### src/rtl/fcd_defines.svh
`ifndef FCD_DEFINES_SVH
`define FCD_DEFINES_SVH

// ----------------------------------------------------------------------
// Register offsets on the plain register port
// ----------------------------------------------------------------------
`define FCD_CTRL_LOW_OFS 8'h0c
`define FCD_STATUS_HIGH_OFS 8'h0e

// ----------------------------------------------------------------------
// Reset values
// ----------------------------------------------------------------------
`define FCD_CTRL_RESET 16'h0000
`define FCD_STATUS_RESET 16'h0000

// ----------------------------------------------------------------------
// Field positions, control register
// ----------------------------------------------------------------------
`define FCD_STEP_MSB 9
`define FCD_SM_BIT 11
`define FCD_SC_LSB 12
`define FCD_DM_LSB 14
`define FCD_CTRL_RSVD_BIT 10

// ----------------------------------------------------------------------
// Field positions, status register
// ----------------------------------------------------------------------
`define FCD_RESULT_MSB 9
`define FCD_HALT_GRANT_FLAG_BIT 12
`define FCD_HALT_REQUEST_FLAG_BIT 13
`define FCD_HW_RELEASE_ENABLE_BIT 14
`define FCD_CLOCK_GATE_OFF_BIT 15

// ----------------------------------------------------------------------
// Counter values and timing
// ----------------------------------------------------------------------
`define FCD_RESULT_MAX 10'h3ff
`define FCD_RESULT_ZERO 10'h000
`define FCD_GRANT_DELAY_CYC 1

`endif

### src/rtl/fcd_pkg.sv
package fcd_pkg;

  // --------------------------------------------------------------------
  // Divider mode field encodings
  // --------------------------------------------------------------------
  typedef enum logic [1:0] {
    FCD_DM_OFF_CLR = 2'h0, // Off, downstream clear high
    FCD_DM_NORMAL = 2'h1, // Reload counter
    FCD_DM_FRAC = 2'h2, // Accumulator
    FCD_DM_OFF = 2'h3 // Off, no clear
  } fcd_dm_t;

  // --------------------------------------------------------------------
  // Suspend control field encodings
  // --------------------------------------------------------------------
  typedef enum logic [1:0] {
    FCD_SC_RUN = 2'h0, // Generation continues
    FCD_SC_HOLD = 2'h1, // Stop, result held
    FCD_SC_RELOAD = 2'h2, // Stop, result to max
    FCD_SC_RELOAD_CLR = 2'h3 // As reload, plus downstream clear
  } fcd_sc_t;

  // Control register image, same layout as the register
  typedef struct packed {
    fcd_dm_t dm;
    fcd_sc_t sc;
    logic sm;
    logic rsvd;
    logic [9:0] step;
  } fcd_ctrl_t;

  // Status register image, same layout as the register
  typedef struct packed {
    logic clockGateOff;
    logic hwReleaseEnable;
    logic haltRequestFlag;
    logic haltGrantFlag;
    logic [1:0] rsvd;
    logic [9:0] result;
  } fcd_status_t;

endpackage

### src/rtl/fcd_step_engine.sv
`timescale 1ns/100ps
`include "fcd_defines.svh"

// ----------------------------------------------------------------------
// Reload counter and fractional accumulator
// ----------------------------------------------------------------------
module fcd_step_engine
  import fcd_pkg::*;
#(
  parameter int WIDTH = 10
) (
  input wire logic clock,
  input wire logic rstn,
  input wire fcd_dm_t mode, // Selected divider mode
  input wire logic run, // Advance this cycle
  input wire logic forceMax, // Load result with all ones
  input wire logic [WIDTH-1:0] step, // Reload or addend
  output logic [WIDTH-1:0] result, // Counter or accumulator
  output logic outEnable // One-cycle enable pulse
);

  logic [WIDTH:0] fracSum; // Sum with carry out
  logic wrap; // Counter at its top value

  assign fracSum = {1'b0, result} + {1'b0, step};
  assign wrap = (result == `FCD_RESULT_MAX);

  // Result update; the mode-write load beats counting
  always_ff @(posedge clock) begin
    if (!rstn) begin
      result <= `FCD_RESULT_ZERO;
    end else if (forceMax) begin
      result <= `FCD_RESULT_MAX;
    end else if (run && mode == FCD_DM_NORMAL) begin
      // Wrap reloads the step value
      result <= wrap ? step : result + 10'h001;
    end else if (run && mode == FCD_DM_FRAC) begin
      result <= fracSum[WIDTH-1:0];
    end
  end

  // Enable pulse, registered so the gate sees a clean level
  always_ff @(posedge clock) begin
    if (!rstn) begin
      outEnable <= 1'b0;
    end else if (forceMax || !run) begin
      outEnable <= 1'b0;
    end else if (mode == FCD_DM_NORMAL) begin
      outEnable <= wrap;
    end else begin
      // Carry spreads pulses, jitter one input period at most
      outEnable <= fracSum[WIDTH];
    end
  end

endmodule

### src/rtl/fcd_suspend_ctrl.sv
`timescale 1ns/100ps
`include "fcd_defines.svh"

// ----------------------------------------------------------------------
// Debug halt handshake and suspend decision
// ----------------------------------------------------------------------
module fcd_suspend_ctrl
  import fcd_pkg::*;
(
  input wire logic clock,
  input wire logic rstn,
  input wire logic debugHaltRequest, // High asks for suspend
  input wire logic debugHaltGrant_n, // Low when kernel grants
  input wire logic immediateSuspendSelect, // Skip the grant
  input wire fcd_sc_t suspendControl, // Suspend behaviour
  output logic haltRequestFlag, // Latched request
  output logic haltGrantFlag, // Latched grant, active high
  output logic suspended // Divider is in suspend
);

  // Latch both inputs every cycle for the status register
  always_ff @(posedge clock) begin
    if (!rstn) begin
      haltRequestFlag <= 1'b0;
      haltGrantFlag <= 1'b0;
    end else begin
      haltRequestFlag <= debugHaltRequest;
      haltGrantFlag <= !debugHaltGrant_n;
    end
  end

  // Granted entry uses the latched grant, one cycle late;
  // immediate entry follows the live request
  assign suspended = (suspendControl != FCD_SC_RUN) && debugHaltRequest
                     && (immediateSuspendSelect || haltGrantFlag);

endmodule

### src/rtl/fcd_top.sv
// Summary of operation
// - Normal mode counts up, wraps, reloads step
// - Normal output rate is input over 1024-step
// - Fractional mode adds step, pulses on overflow
// - Fractional average rate step/1024, one-clock jitter
// - Module clock is enable ANDed with clock
// - Mode field selects off, normal, fractional, off
// - Writing normal or fractional mode loads max
// - Halt request high allows suspend per settings
// - Granted suspend entered one clock after grant
// - Immediate select enters suspend without grant
// - Request and grant latched into status bits
// - Suspend held only while request and grant/select
// - Suspend control picks continue, hold, reload, clear
// - Registers stay accessible while suspended
// - Module-off request raises core stop request
// - Clock-gate-off bit stops and silences divider
// - Hardware release clears gate-off when enabled
// - Outside release input is tied low here
// - Step and result are ten bits each
// - Reserved bits read zero, written zero
// - Configuration split over two 16-bit registers
// - Debug halt request also raises core stop
//
// Local design decision: strobed register access.
`timescale 1ns/100ps
`include "fcd_defines.svh"

module fcd_top
  import fcd_pkg::*;
#(
  parameter bit RELEASE_TIED_LOW = 1'b1, // Outside release wired to zero
  parameter int ADDR_WIDTH = 8
) (
  input wire logic clock,
  input wire logic rstn,
  input wire logic [ADDR_WIDTH-1:0] regAddr,
  input wire logic [15:0] regWriteData,
  input wire logic regWrite,
  input wire logic regRead,
  output logic [15:0] regReadData,
  input wire logic debugHaltRequest,
  input wire logic debugHaltGrant_n,
  input wire logic moduleOffRequest,
  input wire logic outsideClockRelease,
  output logic coreStopRequest,
  output logic downstreamDividerClear,
  output logic outEnable,
  output logic moduleClock
);

  // --------------------------------------------------------------------
  // Declarations
  // --------------------------------------------------------------------
  fcd_ctrl_t ctrl_q; // Lower control register
  fcd_status_t status; // Upper register image
  logic hwReleaseEnable_q; // Hardware release enable
  logic clockGateOff_q; // Software clock disable
  logic [15:0] readData_q; // Answer one cycle after read
  logic [9:0] result; // Engine counter value
  logic haltRequestFlag; // Latched request
  logic haltGrantFlag; // Latched grant
  logic suspended; // Suspend decision
  logic writeCtrl; // Write to lower register
  logic writeStatus; // Write to upper register
  logic modeLoad; // Mode write that loads max
  logic suspendLoad; // Suspend that loads max
  logic suspendStop; // Suspend that halts output
  logic run; // Engine advances
  logic releaseIn; // Effective outside release
  logic gateEnable_q; // Enable copy, changes with clock low

  // --------------------------------------------------------------------
  // Decode helpers
  // --------------------------------------------------------------------

  // Active divider modes, used in several places
  function automatic logic isActiveMode(input fcd_dm_t dm);
    return (dm == FCD_DM_NORMAL) || (dm == FCD_DM_FRAC);
  endfunction

  // Address match for one register
  function automatic logic hits(input logic [ADDR_WIDTH-1:0] addr,
                                input logic [ADDR_WIDTH-1:0] ofs);
    return addr == ofs;
  endfunction

  assign writeCtrl = regWrite && hits(regAddr, `FCD_CTRL_LOW_OFS);
  assign writeStatus = regWrite && hits(regAddr, `FCD_STATUS_HIGH_OFS);

  // Both registers stay live in suspend; only the engine freezes

  // --------------------------------------------------------------------
  // Lower control register
  // --------------------------------------------------------------------

  // Control fields; reserved bit forced to zero
  always_ff @(posedge clock) begin
    if (!rstn) begin
      ctrl_q <= `FCD_CTRL_RESET;
    end else if (writeCtrl) begin
      ctrl_q <= regWriteData;
      ctrl_q.rsvd <= 1'b0;
    end
  end

  // A write that selects an active mode loads the result
  assign modeLoad = writeCtrl
                    && isActiveMode(fcd_dm_t'(regWriteData[`FCD_DM_LSB+1:`FCD_DM_LSB]));

  // --------------------------------------------------------------------
  // Upper register, writable bits
  // --------------------------------------------------------------------

  // Release input is forced low in this instance
  assign releaseIn = RELEASE_TIED_LOW ? 1'b0 : outsideClockRelease;

  // Hardware release enable, plain read/write bit
  always_ff @(posedge clock) begin
    if (!rstn) begin
      hwReleaseEnable_q <= 1'b0;
    end else if (writeStatus) begin
      hwReleaseEnable_q <= regWriteData[`FCD_HW_RELEASE_ENABLE_BIT];
    end
  end

  // Clock disable; hardware release wins over a software set
  // because the release is a level and must hold the bit clear
  always_ff @(posedge clock) begin
    if (!rstn) begin
      clockGateOff_q <= 1'b0;
    end else if (hwReleaseEnable_q && releaseIn) begin
      clockGateOff_q <= 1'b0;
    end else if (writeStatus) begin
      clockGateOff_q <= regWriteData[`FCD_CLOCK_GATE_OFF_BIT];
    end
  end

  // --------------------------------------------------------------------
  // Suspend handling
  // --------------------------------------------------------------------
  fcd_suspend_ctrl u_suspend (
    .clock(clock),
    .rstn(rstn),
    .debugHaltRequest(debugHaltRequest),
    .debugHaltGrant_n(debugHaltGrant_n),
    .immediateSuspendSelect(ctrl_q.sm),
    .suspendControl(ctrl_q.sc),
    .haltRequestFlag(haltRequestFlag),
    .haltGrantFlag(haltGrantFlag),
    .suspended(suspended)
  );

  // Any nonzero control stops output; reload codes load max
  assign suspendStop = suspended && (ctrl_q.sc != FCD_SC_RUN);
  assign suspendLoad = suspended
                       && (ctrl_q.sc == FCD_SC_RELOAD || ctrl_q.sc == FCD_SC_RELOAD_CLR);

  // Core stop answers either source, whatever the settings
  assign coreStopRequest = moduleOffRequest || debugHaltRequest;

  // --------------------------------------------------------------------
  // Step engine
  // --------------------------------------------------------------------

  // Engine runs only in an active mode, not stopped, not disabled
  assign run = isActiveMode(ctrl_q.dm) && !suspendStop && !clockGateOff_q;

  fcd_step_engine #(
    .WIDTH(10)
  ) u_engine (
    .clock(clock),
    .rstn(rstn),
    .mode(ctrl_q.dm),
    .run(run),
    .forceMax(modeLoad || suspendLoad),
    .step(ctrl_q.step),
    .result(result),
    .outEnable(outEnable)
  );

  // Downstream clear for off-with-clear mode or reload-with-clear
  always_ff @(posedge clock) begin
    if (!rstn) begin
      downstreamDividerClear <= 1'b1;
    end else begin
      downstreamDividerClear <= (ctrl_q.dm == FCD_DM_OFF_CLR)
                                || (suspended && ctrl_q.sc == FCD_SC_RELOAD_CLR);
    end
  end

  // --------------------------------------------------------------------
  // Module clock gate
  // --------------------------------------------------------------------

  // Enable is retimed on the falling edge so the AND below never
  // sees it change while the clock is high; a raw AND would glitch
  always_ff @(negedge clock) begin
    if (!rstn) begin
      gateEnable_q <= 1'b0;
    end else begin
      gateEnable_q <= outEnable;
    end
  end

  assign moduleClock = clock & gateEnable_q;

  // --------------------------------------------------------------------
  // Read path
  // --------------------------------------------------------------------
  always_comb begin
    status = `FCD_STATUS_RESET;
    status.clockGateOff = clockGateOff_q;
    status.hwReleaseEnable = hwReleaseEnable_q;
    status.haltRequestFlag = haltRequestFlag;
    status.haltGrantFlag = haltGrantFlag;
    status.result = result;
  end

  // Data stand one cycle after the strobe; unmapped reads give zero
  always_ff @(posedge clock) begin
    if (!rstn) begin
      readData_q <= 16'h0000;
    end else if (regRead && hits(regAddr, `FCD_CTRL_LOW_OFS)) begin
      readData_q <= ctrl_q;
    end else if (regRead && hits(regAddr, `FCD_STATUS_HIGH_OFS)) begin
      readData_q <= status;
    end else begin
      readData_q <= 16'h0000;
    end
  end

  assign regReadData = readData_q;

  // --------------------------------------------------------------------
  // Checks
  // --------------------------------------------------------------------

  // Normal wrap gives a pulse and reloads the step value
  property p_normal_wrap;
    @(posedge clock) disable iff (!rstn)
      (run && ctrl_q.dm == FCD_DM_NORMAL && result == 10'h3ff && !modeLoad && !suspendLoad)
      |=> (outEnable && result == $past(ctrl_q.step));
  endproperty
  a_normal_wrap: assert property (p_normal_wrap)
    else $error("normal wrap did not pulse and reload");

  // Below the top the counter steps by one with no pulse
  property p_normal_count;
    @(posedge clock) disable iff (!rstn)
      (run && ctrl_q.dm == FCD_DM_NORMAL && result != 10'h3ff && !modeLoad && !suspendLoad)
      |=> (!outEnable && result == $past(result) + 10'h001);
  endproperty
  a_normal_count: assert property (p_normal_count)
    else $error("normal counter did not step by one");

  // Step of all ones pulses on every cycle while running
  property p_full_rate;
    @(posedge clock) disable iff (!rstn)
      (run && ctrl_q.dm == FCD_DM_NORMAL && ctrl_q.step == 10'h3ff && result == 10'h3ff
       && !writeCtrl && !suspendLoad)[*2] |=> outEnable;
  endproperty
  a_full_rate: assert property (p_full_rate)
    else $error("full rate step missed a pulse");

  // Fractional mode adds step and pulses on the carry
  property p_frac_add;
    @(posedge clock) disable iff (!rstn)
      (run && ctrl_q.dm == FCD_DM_FRAC && !modeLoad && !suspendLoad)
      |=> ({outEnable, result} == {1'b0, $past(result)} + {1'b0, $past(ctrl_q.step)});
  endproperty
  a_frac_add: assert property (p_frac_add)
    else $error("fractional sum or carry wrong");

  // Writing an active mode loads the top value
  property p_mode_load;
    @(posedge clock) disable iff (!rstn)
      modeLoad |=> (result == 10'h3ff && !outEnable);
  endproperty
  a_mode_load: assert property (p_mode_load)
    else $error("mode write did not load result");

  // Off-with-clear mode drives the downstream clear
  property p_off_clear;
    @(posedge clock) disable iff (!rstn)
      (ctrl_q.dm == FCD_DM_OFF_CLR) |=> downstreamDividerClear;
  endproperty
  a_off_clear: assert property (p_off_clear)
    else $error("downstream clear low in off-with-clear mode");

  // Granted entry follows a held grant by one cycle
  property p_granted_entry;
    @(posedge clock) disable iff (!rstn)
      (ctrl_q.sc != FCD_SC_RUN && !ctrl_q.sm && debugHaltRequest && !debugHaltGrant_n
       && !writeCtrl)
      ##1 (debugHaltRequest) |-> suspended;
  endproperty
  a_granted_entry: assert property (p_granted_entry)
    else $error("granted suspend not entered one cycle after grant");

  // Immediate select enters on the request itself
  property p_immediate;
    @(posedge clock) disable iff (!rstn)
      (ctrl_q.sc != FCD_SC_RUN && ctrl_q.sm && debugHaltRequest) |-> suspended;
  endproperty
  a_immediate: assert property (p_immediate)
    else $error("immediate suspend not entered");

  // Status flags mirror the inputs of the previous cycle
  property p_flags;
    @(posedge clock) disable iff (!rstn)
      1'b1 |=> (haltRequestFlag == $past(debugHaltRequest)
                && haltGrantFlag == !$past(debugHaltGrant_n));
  endproperty
  a_flags: assert property (p_flags)
    else $error("status flags do not follow inputs");

  // Dropping the request leaves suspend at once
  property p_leave;
    @(posedge clock) disable iff (!rstn)
      !debugHaltRequest |-> !suspended;
  endproperty
  a_leave: assert property (p_leave)
    else $error("suspended without a request");

  // Hold code freezes the result and the output
  property p_hold;
    @(posedge clock) disable iff (!rstn)
      (suspended && ctrl_q.sc == FCD_SC_HOLD && !modeLoad)
      |=> (result == $past(result) && !outEnable);
  endproperty
  a_hold: assert property (p_hold)
    else $error("hold suspend changed result or pulsed");

  // Core stop follows either source
  property p_core_stop;
    @(posedge clock) disable iff (!rstn)
      (moduleOffRequest || debugHaltRequest) |-> coreStopRequest;
  endproperty
  a_core_stop: assert property (p_core_stop)
    else $error("core stop request missing");

  // Disabled divider stays quiet and keeps its result
  property p_gate_off;
    @(posedge clock) disable iff (!rstn)
      (clockGateOff_q && !modeLoad && !suspendLoad)
      |=> (!outEnable && result == $past(result));
  endproperty
  a_gate_off: assert property (p_gate_off)
    else $error("disabled divider moved or pulsed");

  // Reserved bits of the upper register read zero
  property p_rsvd_zero;
    @(posedge clock) disable iff (!rstn)
      (regRead && regAddr == `FCD_STATUS_HIGH_OFS) |=> (regReadData[11:10] == 2'h0);
  endproperty
  a_rsvd_zero: assert property (p_rsvd_zero)
    else $error("reserved status bits not zero");

endmodule

### config.mk
export PLATFORM = sky130hd
export DESIGN_NAME = fcd_top
export DESIGN_NICKNAME = d
export VERILOG_FILES = /design/src/rtl/fcd_pkg.sv /design/src/rtl/fcd_step_engine.sv /design/src/rtl/fcd_suspend_ctrl.sv /design/src/rtl/fcd_top.sv
export VERILOG_INCLUDE_DIRS = /design/src /design/src/rtl
export SDC_FILE = /design/constraint.sdc
export NUM_CORES = 1
export LEC_CHECK = 0
export BUFFER_PORTS_ARGS = -buffer_cell sky130_fd_sc_hd__buf_2
export CAP_MARGIN = 20
export CELL_PAD_IN_SITES_DETAIL_PLACEMENT = 0
export CELL_PAD_IN_SITES_GLOBAL_PLACEMENT = 1
export CORE_ASPECT_RATIO = 0.9
export CORE_MARGIN = 3
export CORE_UTILIZATION = 32
export CTS_CLUSTER_DIAMETER = 50
export DETAILED_ROUTE_END_ITERATION = 10
export PLACE_DENSITY_LB_ADDON = 0.12
export SLEW_MARGIN = 25
export SYNTH_ARGS = -nofsm -noshare
export SYNTH_HDL_FRONTEND = slang
export SYNTH_SLANG_ARGS = --single-unit
### constraint.sdc
create_clock -name clock -period 5.35 [get_ports clock]
set_input_delay 1.605 -clock clock [delete_from_list [all_inputs] [get_ports clock]]
set_output_delay 1.605 -clock clock [all_outputs]
set_load 0.005 [all_outputs]
After elaboration in Yosys (flattened, before gate mapping). Index checks and enable logic that the tools add are counted.

Register bits: 48. Bits of input ports: 32. Output and inout port bits: 20. Word-level logic and storage cells: 65.

Add/sub/neg operators: 2. Equal/unequal tests: 9. Muxes and demuxes: 7. Bitwise gates (word level): 2. Reductions and logical operators: 31.

Operators with widths (number): 10-bit 2-to-1 mux (4); 16-bit 2-to-1 mux (2); 8-bit by 4-bit == test with 1-bit output, second input constant (2); 1-bit logical AND (14); 10-bit by 10-bit adder with 11-bit output (1); 10-bit by 1-bit adder with 10-bit output, second input constant (1); 10-bit == test, second input constant (1); 2-bit == test, second input constant (4); 1-bit logical OR (8); 2-bit by 1-bit == test with 1-bit output, second input constant (2); 1-bit logical NOT (4); 2-bit OR reduction (2); 3-bit nonzero test (1); 2-bit logical NOT (1); 2-bit nonzero test (1); 1-bit bitwise AND (1); 1-bit 2-to-1 mux (1); 1-bit NOT (1).

Logic depth before layout (Yosys ltp). Gate-level depths: netlist (run 1).

Depth after elaboration: 11. Gate-level depth with buffers: 8. Depth with buffers taken out: 8.

Cells and area by module. From an unflattened synthesis (run 1), not the netlist that was laid out.

Cells, all modules: 285. Area, all modules: 2586.2 sq um.

Modules (own cells, without submodules): fcd_top (times used 1, cells each 145, area an instance 1392.6 sq um); fcd_step_engine (times used 1, cells each 135, area an instance 1129.8 sq um); fcd_suspend_ctrl (times used 1, cells each 5, area an instance 63.8 sq um).

==> results of run 1 <==
-- synthesized netlist by cell type (all sizes together), types with 2 or more instances --
library cell / instances / share of area, %
nand4: 4 / 0.96
xor2: 3 / 1.0
clkbuf: 5 / 0.72
o21ai: 19 / 3.8
buf: 9 / 2.4
a211oi: 7 / 2.8
nand2: 8 / 1.2
nor2b: 19 / 4.6
dfxtp: 47 / 36
nor2: 25 / 3.7
nand3: 11 / 2.3
xnor2: 8 / 2.7
mux2i: 33 / 13
and2: 4 / 0.96
or3: 4 / 0.96
and3: 2 / 0.48
a21o: 4 / 1.2
ha: 14 / 6.7
a21oi: 24 / 4.8
o221a: 2 / 0.86
inv: 8 / 1.2
o211ai: 2 / 0.58
nor3: 6 / 1.3
-- routing by layer --
metal | vias to the layer above | share of wire (%) | global-route usage, %
met2 | 44 | 44 | 23.09
met5 | - | 0 | 0
met3 | 13 | 4.3 | 4.224
met4 | 0 | 2.5 | 7.863
met1 | 1029 | 49 | 19.94
li1 | 1097 | - | -
-- flip-flops by register name (all words and copies together), names as in the netlist --
| name | cells |
|---|---|
| clockGateOff_q | 1 |
| ctrl_q | 15 |
| downstreamDividerClear | 1 |
| gateEnable_q | 1 |
| hwReleaseEnable_q | 1 |
| regReadData | 15 |
| u_engine.outEnable | 1 |
| u_engine.result | 10 |
| u_suspend.haltGrantFlag | 1 |
| u_suspend.haltRequestFlag | 1 |
-- layout make-up --
class	count	area [sq um]
clock buffers	11	138.9
clock inverters	2	12.51
fillers	836	4693
inverters	7	26.28
multi-input cells	215	1556
flip-flops and latches	47	942.2
well taps	96	120.1
repair buffers	48	242.7
-- kinds of logic after synthesis --
group	Yosys count
compound gates	66
xor+xnor	11
fa+ha+maj	15
buf+inv	22
flops	47
mux	33
other cells	1
simple gates	89
-- power by group through the flow --
stage / Clock [W] / Sequential (W) / Combinational [W]
after floorplan: 0.00000234 / 0.000359 / 0.0000145
after global placement: 0.00000234 / 0.000360 / 0.0000296
after detailed placement: 0.00000234 / 0.000360 / 0.0000299
after CTS: 0.000304 / 0.000352 / 0.0000300
after global routing: 0.000321 / 0.000352 / 0.0000322
final: 0.000290 / 0.000351 / 0.0000294
-- cells in the final DEF (no fill, tap or decap), types with 3 or more instances in the layout --
master    synthesis  routed
nor2_1           24      24
o21ai_1           4       4
a21oi_1          23      23
nand2_1           8       8
nand4_1           4       4
nor2b_1          19      19
inv_1             8       8
ha_1             14      14
nand3_1          10      10
or3_1             4       4
xor2_1            3       3
a211oi_1          3       3
a211oi_2          4       4
xnor2_1           8       8
dfxtp_1          47      46
buf_2             4      47
nor3_1            5       5
clkbuf_8          0       9
o21ai_0          14      14
mux2i_1          33      33
and2_1            4       3
a21o_1            4       4
-- metrics by stage --
| step | total power, W | worst slack [ns] | instance area [sq um] | util (%) |
|---|---|---|---|---|
| floorplan | 0.0003762 | 0.6505 | 2605 | - |
| global placement | 0.0003916 | 0.5681 | 2893 | 37.41 |
| detailed placement | 0.0003919 | 0.5680 | 2893 | 37.41 |
| CTS | 0.0006854 | 0.005846 | 3038 | 39.29 |
| global route | 0.0007054 | 0.003231 | 3039 | 39.30 |
| finish | 0.0006712 | 0.04825 | 3039 | 39.30 |
-- timing repair --
action                                  4_1_cts  5_1_grt
gates resized for setup                       3        1
gates cloned                                  0        0
pin swaps                                     1        1
endpoints found under the setup margin        2        2
-- path summary, 6_finish.rpt --
kind | endpoint | slack (ns) | cells past startpoint
min reg2reg | regReadData[13]$_SDFF_PN0_ | 0.49 | 2
max reg2reg | gateEnable_q$_SDFF_NN0_ | 2.15 | 1
min | regReadData[13]$_SDFF_PN0_ | 0.49 | 2
max | moduleClock | 0.05 | 2
==> summary.txt, run 1 <==
Finish
  • Nets: 376
  • Final non-filler cell total: 426
  • Number of antenna diodes: 0
  • Area grow syn2layout: 16.67%
  • Layout cells sized above 1: 22.12%

Power
  • Switching fraction of total power: 22.43%
  • Power Internal: 0.0005207 W
  • Leakage: 1.406 nW
  • Flop pwr share: 52.4%
  • Clock share of power: 43.2%
  • Cell Pwr Density: 220.8 nW/um^2
  • Switch Pwr: 0.0001505 W
  • Max IR drop VDD: 89.98 uV
  • Comb pwr share: 4.4%

Yosys
  • Mux cell area share after synthesis: 12.68%
  • Post-synth EDFFs: 0
  • Seq/Total Area, Yosys: 36.12%
  • Yosys cell types: 49
  • Asr flop ratio synth: 0%
  • Cell area after synthesis: 2605 sq um
  • Dominant synthesized flop cell: dfxtp_1
  • Simple-gate portion of the synthesized area: 18.92%
  • XOR/XNOR Fraction of Synth Area: 3.698%
  • Yosys warning count: 0
  • Adder-Cell Fraction of Synth Area: 7.493%
  • Largest family of logic cells by synthesized area: simple AND/OR/NAND/NOR gates
  • Mapped Cells: 284
  • Mean cell area of the mapped netlist: 9.173 sq um
  • Post-Syn Nets: 331
  • Compound-gate portion of the synthesized area: 16.71%
  • Post-synthesis register bit count: 47

GRT
  • Pin count of the biggest net entering global routing: 33
  • First-pass GRT wire length: 10.85 mm
  • Grt ovf: 0
  • Vias in the first global route: 2118
  • Total GRT Usage: 15.39%
  • Initial antenna violation count: 0

Die
  • Core ar.: 7732 sq um
  • Initial Util: 33.69%
  • Die width: 101.1 um
  • Site row count: 30
  • Die Height: 91.60 um
  • I/O pin count: 52
  • Die ar.: 9261 sq um

Clocking
  • Hold-fix buffers at CTS: 0
  • Post-CTS Setup Bufs: 0
  • Clock Pin Slew Worst Setup and Hold Paths: 0.09 ns
  • Worst-Skew Late Latency: 0.47 ns
  • TritonCTS clock tree: done

Critical path
  • Worst path slowest cell: dfxtp_2
  • Worst EP arrival: 3.70 ns
  • Max Fanout on Critical Path: 1
  • Crit. End Element: output pin
  • Data required, critical path: 3.74 ns
  • Crit Path Category: reg -> out
  • CP max stage delay: 0.30 ns
  • Cell family with most CP delay: flip-flops
  • WP buf/inv: 1
  • Crit. Startpoint: gateEnable_q$_SDFF_NN0_
  • Startpoint type of the worst setup path: register
  • R2r startpoint: u_engine.outEnable$_SDFF_PP0_
  • Cell chain of the critical path: and2_4 -> buf_6

Drt
  • Pre-antenna DRT Iters: 4
  • Starting DRT DRC Count: 74
  • Routed WL: 6.724 mm
  • DRT antenna net count: 0
  • Number of remaining DRC errors: 0
  • Routed length per instance: 15.78 um
  • Vias: 2183
  • Vias per cell: 5.124

Timing
  • TNS Setup: 0 ns
  • Worst-Margin Slew: 0.7613 ns
  • Final Hold Vio Count: 0
  • Slew headroom: 49.10%
  • Unrepaired setup endpoints after global routing: false
  • Clock Skew: 0.06554 ns
  • Pins over their slew limit: 0
  • Min Hold Slack: 0.4907 ns
  • Final setup vio count: 0

Placement
  • Routability cong.: 0.7856
  • Dpl cells: 415
  • Final HPWL DP: 4.766 mm
  • Port Buffers: 48

Status
  • Status: complete, no violations

Hold path
  • HP Start: u_suspend.haltRequestFlag$_SDFF_PN0_
  • Hold crit path type: reg -> reg

Run
  • Max cap viols: 0
No activity file was read; power rests on OpenSTA's default activity.
==> run 2: changes to the inputs <==
- ABC_AREA: default -> 1
- PLACE_DENSITY: default -> 0.69
- PLACE_DENSITY_LB_ADDON: 0.12 -> default
- SKIP_LAST_GASP: default -> 1
==> run 2 against run 1 <==
Compared with the run above: sequential power barely moved; clock-buffer cell count fell by 2; critical path depth is 1 higher; first-iteration DRC count increased by 70%; worst setup slack gained 0.035 ns; via count is 18% higher.
==> summary.txt, run 2 <==
Hold path
  • Hold crit path type: reg -> reg (unchanged)

Yosys
  • Top area cells in the synthesized netlist: dfxtp_1, nand2_1, o21ai_0 (was dfxtp_1, mux2i_1, ha_1)
  • Yosys cell types: 35 (was 49)
  • Dominant synthesized flop cell: dfxtp_1 (unchanged)
  • Post-synth top area share: 35.31% (was 36.12%)
  • Post-synth EDFFs: 0 (unchanged)
  • Top-count cell post-synth: nand2_1 (was dfxtp_1)
  • Yosys top cell by area: dfxtp_1 (unchanged)
  • Post-Syn Nets: 440 (was 331)
  • Yosys warning count: 0 (unchanged)
  • Cell area after synthesis: 2665 sq um (was 2605 sq um)
  • Most common library cells after synthesis: nand2_1, inv_1, dfxtp_1 (was dfxtp_1, mux2i_1, nor2_1)
  • Post-synthesis register bit count: 47 (unchanged)
  • Seq/Total Area, Yosys: 35.31% (was 36.12%)
  • Mean cell area of the mapped netlist: 6.781 sq um (was 9.173 sq um)
  • Asr flop ratio synth: 0% (unchanged)
  • Mapped Cells: 393 (was 284)

Run
  • Max cap viols: 0 (unchanged)

Power
  • Comb pwr share: 3.7% (was 4.4%)
  • Switching fraction of total power: 23.40% (was 22.43%)
  • Flop pwr share: 53.3% (was 52.4%)
  • Power Internal: 0.0005055 W (was 0.0005207 W)
  • Leakage: 1.436 nW (was 1.406 nW)
  • Switch Pwr: 0.0001544 W (was 0.0001505 W)
  • Clock share of power: 43.0% (was 43.2%)
  • Cell Pwr Density: 212.0 nW/um^2 (was 220.8 nW/um^2)
  • Max IR drop VDD: 171.0 uV (was 89.98 uV)

Finish
  • Total area of sequential cells: 940.9 sq um (was 942.2 sq um)
  • Multi-input logic area: 1463 sq um (was 1556 sq um)
  • Fillers: 852 (was 836)
  • Fin util: 39.87% (was 39.30%)
  • Nets: 488 (was 376)
  • Number of antenna diodes: 0 (unchanged)
  • Layout cells sized above 1: 16.29% (was 22.12%)
  • Fin area: 3113 sq um (was 3039 sq um)
  • Area grow syn2layout: 16.81% (was 16.67%)
  • Commonest non-fill, non-tap cell in the layout: nand2_1 (was buf_2)
  • Most frequent cells in the layout: nand2_1, inv_1, buf_2 (was buf_2, dfxtp_1, mux2i_1)

Clocking
  • Hold-fix buffers at CTS: 0 (unchanged)
  • Clock Pin Slew Worst Setup and Hold Paths: 0.09 ns (about the same)
  • TritonCTS clock tree: done (unchanged)
  • Worst-Skew Late Latency: 0.48 ns (was 0.47 ns)
  • Post-CTS Setup Bufs: 0 (unchanged)
  • CTS resizes: 0 (was 3)

Timing
  • Slew headroom: 39.87% (was 49.10%)
  • Final Hold Vio Count: 0 (unchanged)
  • Clock Skew: 0.07324 ns (was 0.06554 ns)
  • Post-route worst setup slack: 0.08318 ns (was 0.04825 ns)
  • Min Hold Slack: 0.4634 ns (was 0.4907 ns)
  • TNS Setup: 0 ns (unchanged)
  • Final setup vio count: 0 (unchanged)
  • Worst-Margin Slew: 0.8998 ns (was 0.7613 ns)
  • Pins over their slew limit: 0 (unchanged)
  • Unrepaired setup endpoints after global routing: false (unchanged)

Placement
  • Routability cong.: 0.7917 (was 0.7856)
  • Final HPWL DP: 5.572 mm (was 4.766 mm)
  • Post-DP Area: 2982 sq um (was 2893 sq um)
  • Port Buffers: 48 (unchanged)
  • Dpl ws: 0.6013 ns (was 0.5680 ns)

Drt
  • Vias per cell: 4.794 (was 5.124)
  • DRT antenna net count: 0 (unchanged)
  • Routed WL: 7.374 mm (was 6.724 mm)
  • Starting DRT DRC Count: 126 (was 74)
  • Pre-antenna DRT Iters: 6 (was 4)
  • Number of remaining DRC errors: 0 (unchanged)
  • Routed length per instance: 13.71 um (was 15.78 um)
  • Vias: 2579 (was 2183)

Die
  • Core ar.: 7807 sq um (was 7732 sq um)
  • Site row count: 30 (unchanged)
  • Die Height: 92.58 um (was 91.60 um)
  • Die ar.: 9461 sq um (was 9261 sq um)
  • Die width: 102.2 um (was 101.1 um)
  • Initial Util: 34.13% (was 33.69%)
  • I/O pin count: 52 (unchanged)

Critical path
  • Max Fanout on Critical Path: 1 (unchanged)
  • Crit Path Category: reg -> out (unchanged)
  • Worst EP arrival: 3.66 ns (was 3.70 ns)
  • Data required, critical path: 3.74 ns (about the same)
  • Crit. End Element: output pin (unchanged)
  • Startpoint type of the worst setup path: register (unchanged)

GRT
  • First-pass GRT wire length: 12.32 mm (was 10.85 mm)
  • Grt ovf: 0 (unchanged)
  • Vias in the first global route: 2447 (was 2118)
  • Total GRT Usage: 16.75% (was 15.39%)
  • Pin count of the biggest net entering global routing: 34 (was 33)
  • Initial antenna violation count: 1 (was 0)

Status
  • Status: complete, no violations (unchanged)
-- run 2: final timing paths --
check,startpoint,end,slack (ns),cells after the start
max,gateEnable_q$_SDFF_NN0_,moduleClock,0.08,3
min,u_suspend.haltRequestFlag$_SDFF_PN0_,regReadData[13]$_SDFF_PN0_,0.46,2
max reg2reg,u_engine.outEnable$_SDFF_PP0_,gateEnable_q$_SDFF_NN0_,2.22,2
min reg2reg,u_suspend.haltRequestFlag$_SDFF_PN0_,regReadData[13]$_SDFF_PN0_,0.46,2
-- run 2: metrics by stage --
stage / std cells / total power [W]
4_1_cts: 538 / 0.0006722
6_report: 538 / 0.0006598
3_3_place_gp: 527 / 0.0003862
2_1_floorplan: 393 / 0.0003718
5_1_grt: 538 / 0.0006873
3_5_place_dp: 527 / 0.0003865
-- run 2: worst max-delay path, stage by stage (launching register included) --
cell,delay [ns]
dfxtp_1,0.31
nand2_1,0.06
inv_1,0.04
buf_2,0.10
-- run 2: logic make-up after synthesis --
family          synth area share, %
buf+inv                       9.812
flops                         35.31
xor+xnor                      1.643
compound gates                17.56
other cells                  0.1407
fa+ha+maj                     7.324
simple gates                  28.22
-- run 2: layout make-up --
class | count | share of cell area [%]
multi-input combinational | 279 | 46.99
tap | 96 | 3.859
clock buffer | 9 | 3.698
sequential | 47 | 30.23
clock inverter | 5 | 0.9244
inverter | 54 | 6.511
timing repair buffer | 48 | 7.797
-- run 2: per-layer routing --
layer | track usage [%] | vias to the layer above | part of all wire [%]
met3 | 5.120 | 9 | 6.2
met4 | 4.153 | 2 | 0.81
met1 | 25.58 | 1131 | 53
li1 | - | 1379 | -
met2 | 22.51 | 58 | 40
met5 | 0 | - | 0.12
-- run 2: power by group through the flow --
stage / Clock [W] / Sequential [W] / Combinational (W)
finish: 0.000284 / 0.000352 / 0.0000243
global route: 0.000307 / 0.000352 / 0.0000281
CTS: 0.000296 / 0.000352 / 0.0000246
detailed placement: 0.00000234 / 0.000360 / 0.0000245
global placement: 0.00000234 / 0.000360 / 0.0000243
floorplan: 0.00000234 / 0.000359 / 0.0000100
==> run 3: changes to the inputs <==
- PLACE_DENSITY: 0.69 -> 0.68
- SYNTH_HIERARCHICAL: default -> 1
==> run 3 against run 2 <==
Compared with the run above: global-route usage decreased by 1.0 points; clock power up 18%; area after synthesis increased by 17%; worst setup slack improved by 0.029 ns; power grew 10%; highest routed layer is now met4; register-to-register slack worse by 0.02 ns; synthesized cell count up 24%; first-iteration DRC count increased by 50%; clock-buffer cell count is 1 higher; flip-flop and latch count unchanged; combinational power is 64% higher.
==> summary.txt, run 3 <==
Power
  • Max IR drop VDD: 102.4 uV (was 171.0 uV)
  • Power Internal: 0.0005654 W (was 0.0005055 W)
  • Comb pwr share: 5.5% (was 3.7%)
  • Flop pwr share: 48.5% (was 53.3%)
  • Clock share of power: 46.1% (was 43.0%)
  • Switching fraction of total power: 22.11% (was 23.40%)
  • Switch Pwr: 0.0001605 W (was 0.0001544 W)
  • Leakage: 1.812 nW (was 1.436 nW)
  • Cell Pwr Density: 205.1 nW/um^2 (was 212.0 nW/um^2)

Drt
  • DRT antenna net count: 0 (unchanged)
  • Routed length per instance: 12.53 um (was 13.71 um)
  • Number of remaining DRC errors: 0 (unchanged)
  • Pre-antenna DRT Iters: 4 (was 6)
  • Vias: 2998 (was 2579)
  • Routed WL: 8.179 mm (was 7.374 mm)
  • Vias per cell: 4.591 (was 4.794)
  • Starting DRT DRC Count: 189 (was 126)

Hold path
  • Hold crit path type: reg -> reg (unchanged)

Yosys
  • Asr flop ratio synth: 0% (unchanged)
  • Cell area after synthesis: 3108 sq um (was 2665 sq um)
  • Compound-gate portion of the synthesized area: 8.655% (was 17.56%)
  • Mean cell area of the mapped netlist: 6.356 sq um (was 6.781 sq um)
  • Post-Syn Nets: 534 (was 440)
  • Simple-gate portion of the synthesized area: 41.38% (was 28.22%)
  • Mux cell area share after synthesis: 0% (unchanged)
  • Adder-Cell Fraction of Synth Area: 5.475% (was 7.324%)
  • Seq/Total Area, Yosys: 30.27% (was 35.31%)
  • Post-synth top area share: 30.27% (was 35.31%)
  • Post-synthesis register bit count: 47 (unchanged)
  • Top area cells in the synthesized netlist: dfxtp_1, nand2_1, nand3_1 (was dfxtp_1, nand2_1, o21ai_0)
  • Dominant synthesized flop cell: dfxtp_1 (unchanged)
  • XOR/XNOR Fraction of Synth Area: 1.691% (was 1.643%)
  • Yosys top cell by area: dfxtp_1 (unchanged)
  • Yosys cell types: 35 (unchanged)
  • Largest family of logic cells by synthesized area: simple AND/OR/NAND/NOR gates (unchanged)
  • Top-count cell post-synth: nand2_1 (unchanged)
  • Most common library cells after synthesis: nand2_1, nand3_1, inv_1 (was nand2_1, inv_1, dfxtp_1)
  • Mapped Cells: 489 (was 393)
  • Yosys warning count: 6 (was 0)
  • Post-synth EDFFs: 0 (unchanged)

Status
  • Status: complete, no violations (unchanged)

GRT
  • Global-route layer with the greatest usage: met2 (was met1)
  • Initial antenna violation count: 0 (was 1)
  • Grt met3 use: 4.413% (was 5.120%)
  • Met1 GRT Util: 22.79% (was 25.58%)
  • First-pass GRT wire length: 13.66 mm (was 12.32 mm)
  • Vias in the first global route: 2762 (was 2447)
  • Pin count of the biggest net entering global routing: 60 (was 34)
  • Grt ovf: 0 (unchanged)
  • Met2 usage: 23.18% (was 22.51%)
  • Total GRT Usage: 15.74% (was 16.75%)

Clocking
  • Worst-Skew Late Latency: 0.47 ns (was 0.48 ns)
  • Clock Pin Slew Worst Setup and Hold Paths: 0.09 ns (about the same)
  • CTS resizes: 0 (unchanged)
  • Hold-fix buffers at CTS: 0 (unchanged)
  • TritonCTS clock tree: done (unchanged)
  • Post-CTS Setup Bufs: 0 (unchanged)

Placement
  • Dpl cells: 642 (was 527)
  • Final HPWL DP: 5.965 mm (was 5.572 mm)
  • Port Buffers: 48 (unchanged)
  • Routability cong.: 0.7744 (was 0.7917)

Die
  • Initial Util: 33.45% (was 34.13%)
  • Die ar.: 10930 sq um (was 9461 sq um)
  • Die width: 109.9 um (was 102.2 um)
  • Die Height: 99.50 um (was 92.58 um)
  • Core ar.: 9290 sq um (was 7807 sq um)
  • I/O pin count: 52 (unchanged)
  • Site row count: 33 (was 30)

Run
  • Max cap viols: 0 (unchanged)

Timing
  • Worst-Margin Slew: 0.5868 ns (was 0.8998 ns)
  • TNS Setup: 0 ns (unchanged)
  • Pins over their slew limit: 0 (unchanged)
  • Final Hold Vio Count: 0 (unchanged)
  • Clock Skew: 0.06822 ns (was 0.07324 ns)
  • Final setup vio count: 0 (unchanged)
  • Unrepaired setup endpoints after global routing: false (unchanged)
  • Slew headroom: 60.88% (was 39.87%)
  • Min Hold Slack: 0.5210 ns (was 0.4634 ns)

Critical path
  • Crit Path Category: reg -> out (unchanged)
  • CP max stage delay: 0.30 ns (was 0.31 ns)
  • Max Fanout on Critical Path: 1 (unchanged)
  • Cell chain of the critical path: nand2_1 -> inv_1 -> buf_2 (unchanged)
  • Startpoint type of the worst setup path: register (unchanged)
  • WP buf/inv: 2 (unchanged)
  • Crit. End Element: output pin (unchanged)
  • Worst path slowest cell: dfxtp_1 (unchanged)
  • Worst EP arrival: 3.63 ns (was 3.66 ns)
  • Cell family with most CP delay: flip-flops (unchanged)
  • Data required, critical path: 3.74 ns (about the same)

Finish
  • Nets: 575 (was 488)
  • Number of antenna diodes: 0 (unchanged)
  • Commonest non-fill, non-tap cell in the layout: nand2_1 (unchanged)
  • Most frequent cells in the layout: nand2_1, nand3_1, inv_1 (was nand2_1, inv_1, buf_2)
  • Area grow syn2layout: 13.89% (was 16.81%)
  • Fillers: 1024 (was 852)
  • Final non-filler cell total: 653 (was 538)
  • Layout cells sized above 1: 16.01% (was 16.29%)
## run 3: path summary, 6_finish.rpt
check,start,end,slack (ns),cells past startpoint
setup / recovery,gateEnable_q$_SDFF_NN0_,moduleClock,0.11,3
hold reg to reg,hwReleaseEnable_q$_SDFFE_PN0P_,hwReleaseEnable_q$_SDFFE_PN0P_,0.52,4
hold / removal,hwReleaseEnable_q$_SDFFE_PN0P_,hwReleaseEnable_q$_SDFFE_PN0P_,0.52,4
setup reg to reg,u_engine/outEnable$_SDFF_PP0_,gateEnable_q$_SDFF_NN0_,2.20,2
## run 3: metal layers
metal	up-vias	wire length (um)
met5	-	0
met4	0	76
met3	5	361
met2	55	3536
met1	1321	4205
li1	1617	-
## run 3: cell families after synthesis
group | count (synthesis)
buf+inv | 84
simple gates | 286
xor+xnor | 6
fa+ha+maj | 13
compound gates | 52
flops | 47
other cells | 1
## run 3: power groups by stage
stage                       Clock, W  Combinational (W)  Sequential (W)
after global routing        0.000361          0.0000451        0.000352
after global placement    0.00000234          0.0000404        0.000360
after CTS                   0.000346          0.0000407        0.000352
after detailed placement  0.00000234          0.0000405        0.000360
final                       0.000334          0.0000399        0.000352
after floorplan           0.00000234          0.0000239        0.000360
## run 3: area by class of cell
| cell class | count | area [sq um] | area share, % |
|---|---|---|---|
| repair buffers | 49 | 250.2 | 7.070 |
| multi-input cells | 358 | 1782 | 50.34 |
| flip-flops and latches | 47 | 940.9 | 26.58 |
| inverters | 63 | 242.7 | 6.858 |
| clock inverters | 4 | 42.54 | 1.202 |
| well taps | 122 | 152.6 | 4.312 |
| clock buffers | 10 | 128.9 | 3.641 |
## run 3: per-stage QoR
stage                     area, sq um  setup slack, ns   power, W  util [%]
after floorplan                  3108           0.5006  0.0003858         -
after global routing             3540          0.04041  0.0007579     38.10
after CTS                        3540          0.06904  0.0007387     38.10
after global placement           3381           0.6175  0.0004027     36.39
after detailed placement         3381           0.6083  0.0004027     36.39
final                            3540           0.1117  0.0007259     38.10
## run 3: worst register-to-register path, cell delays in order, from the launching register on
cell and delay [ns]:
dfxtp_1 0.34, nand2_1 0.06, inv_1 0.04
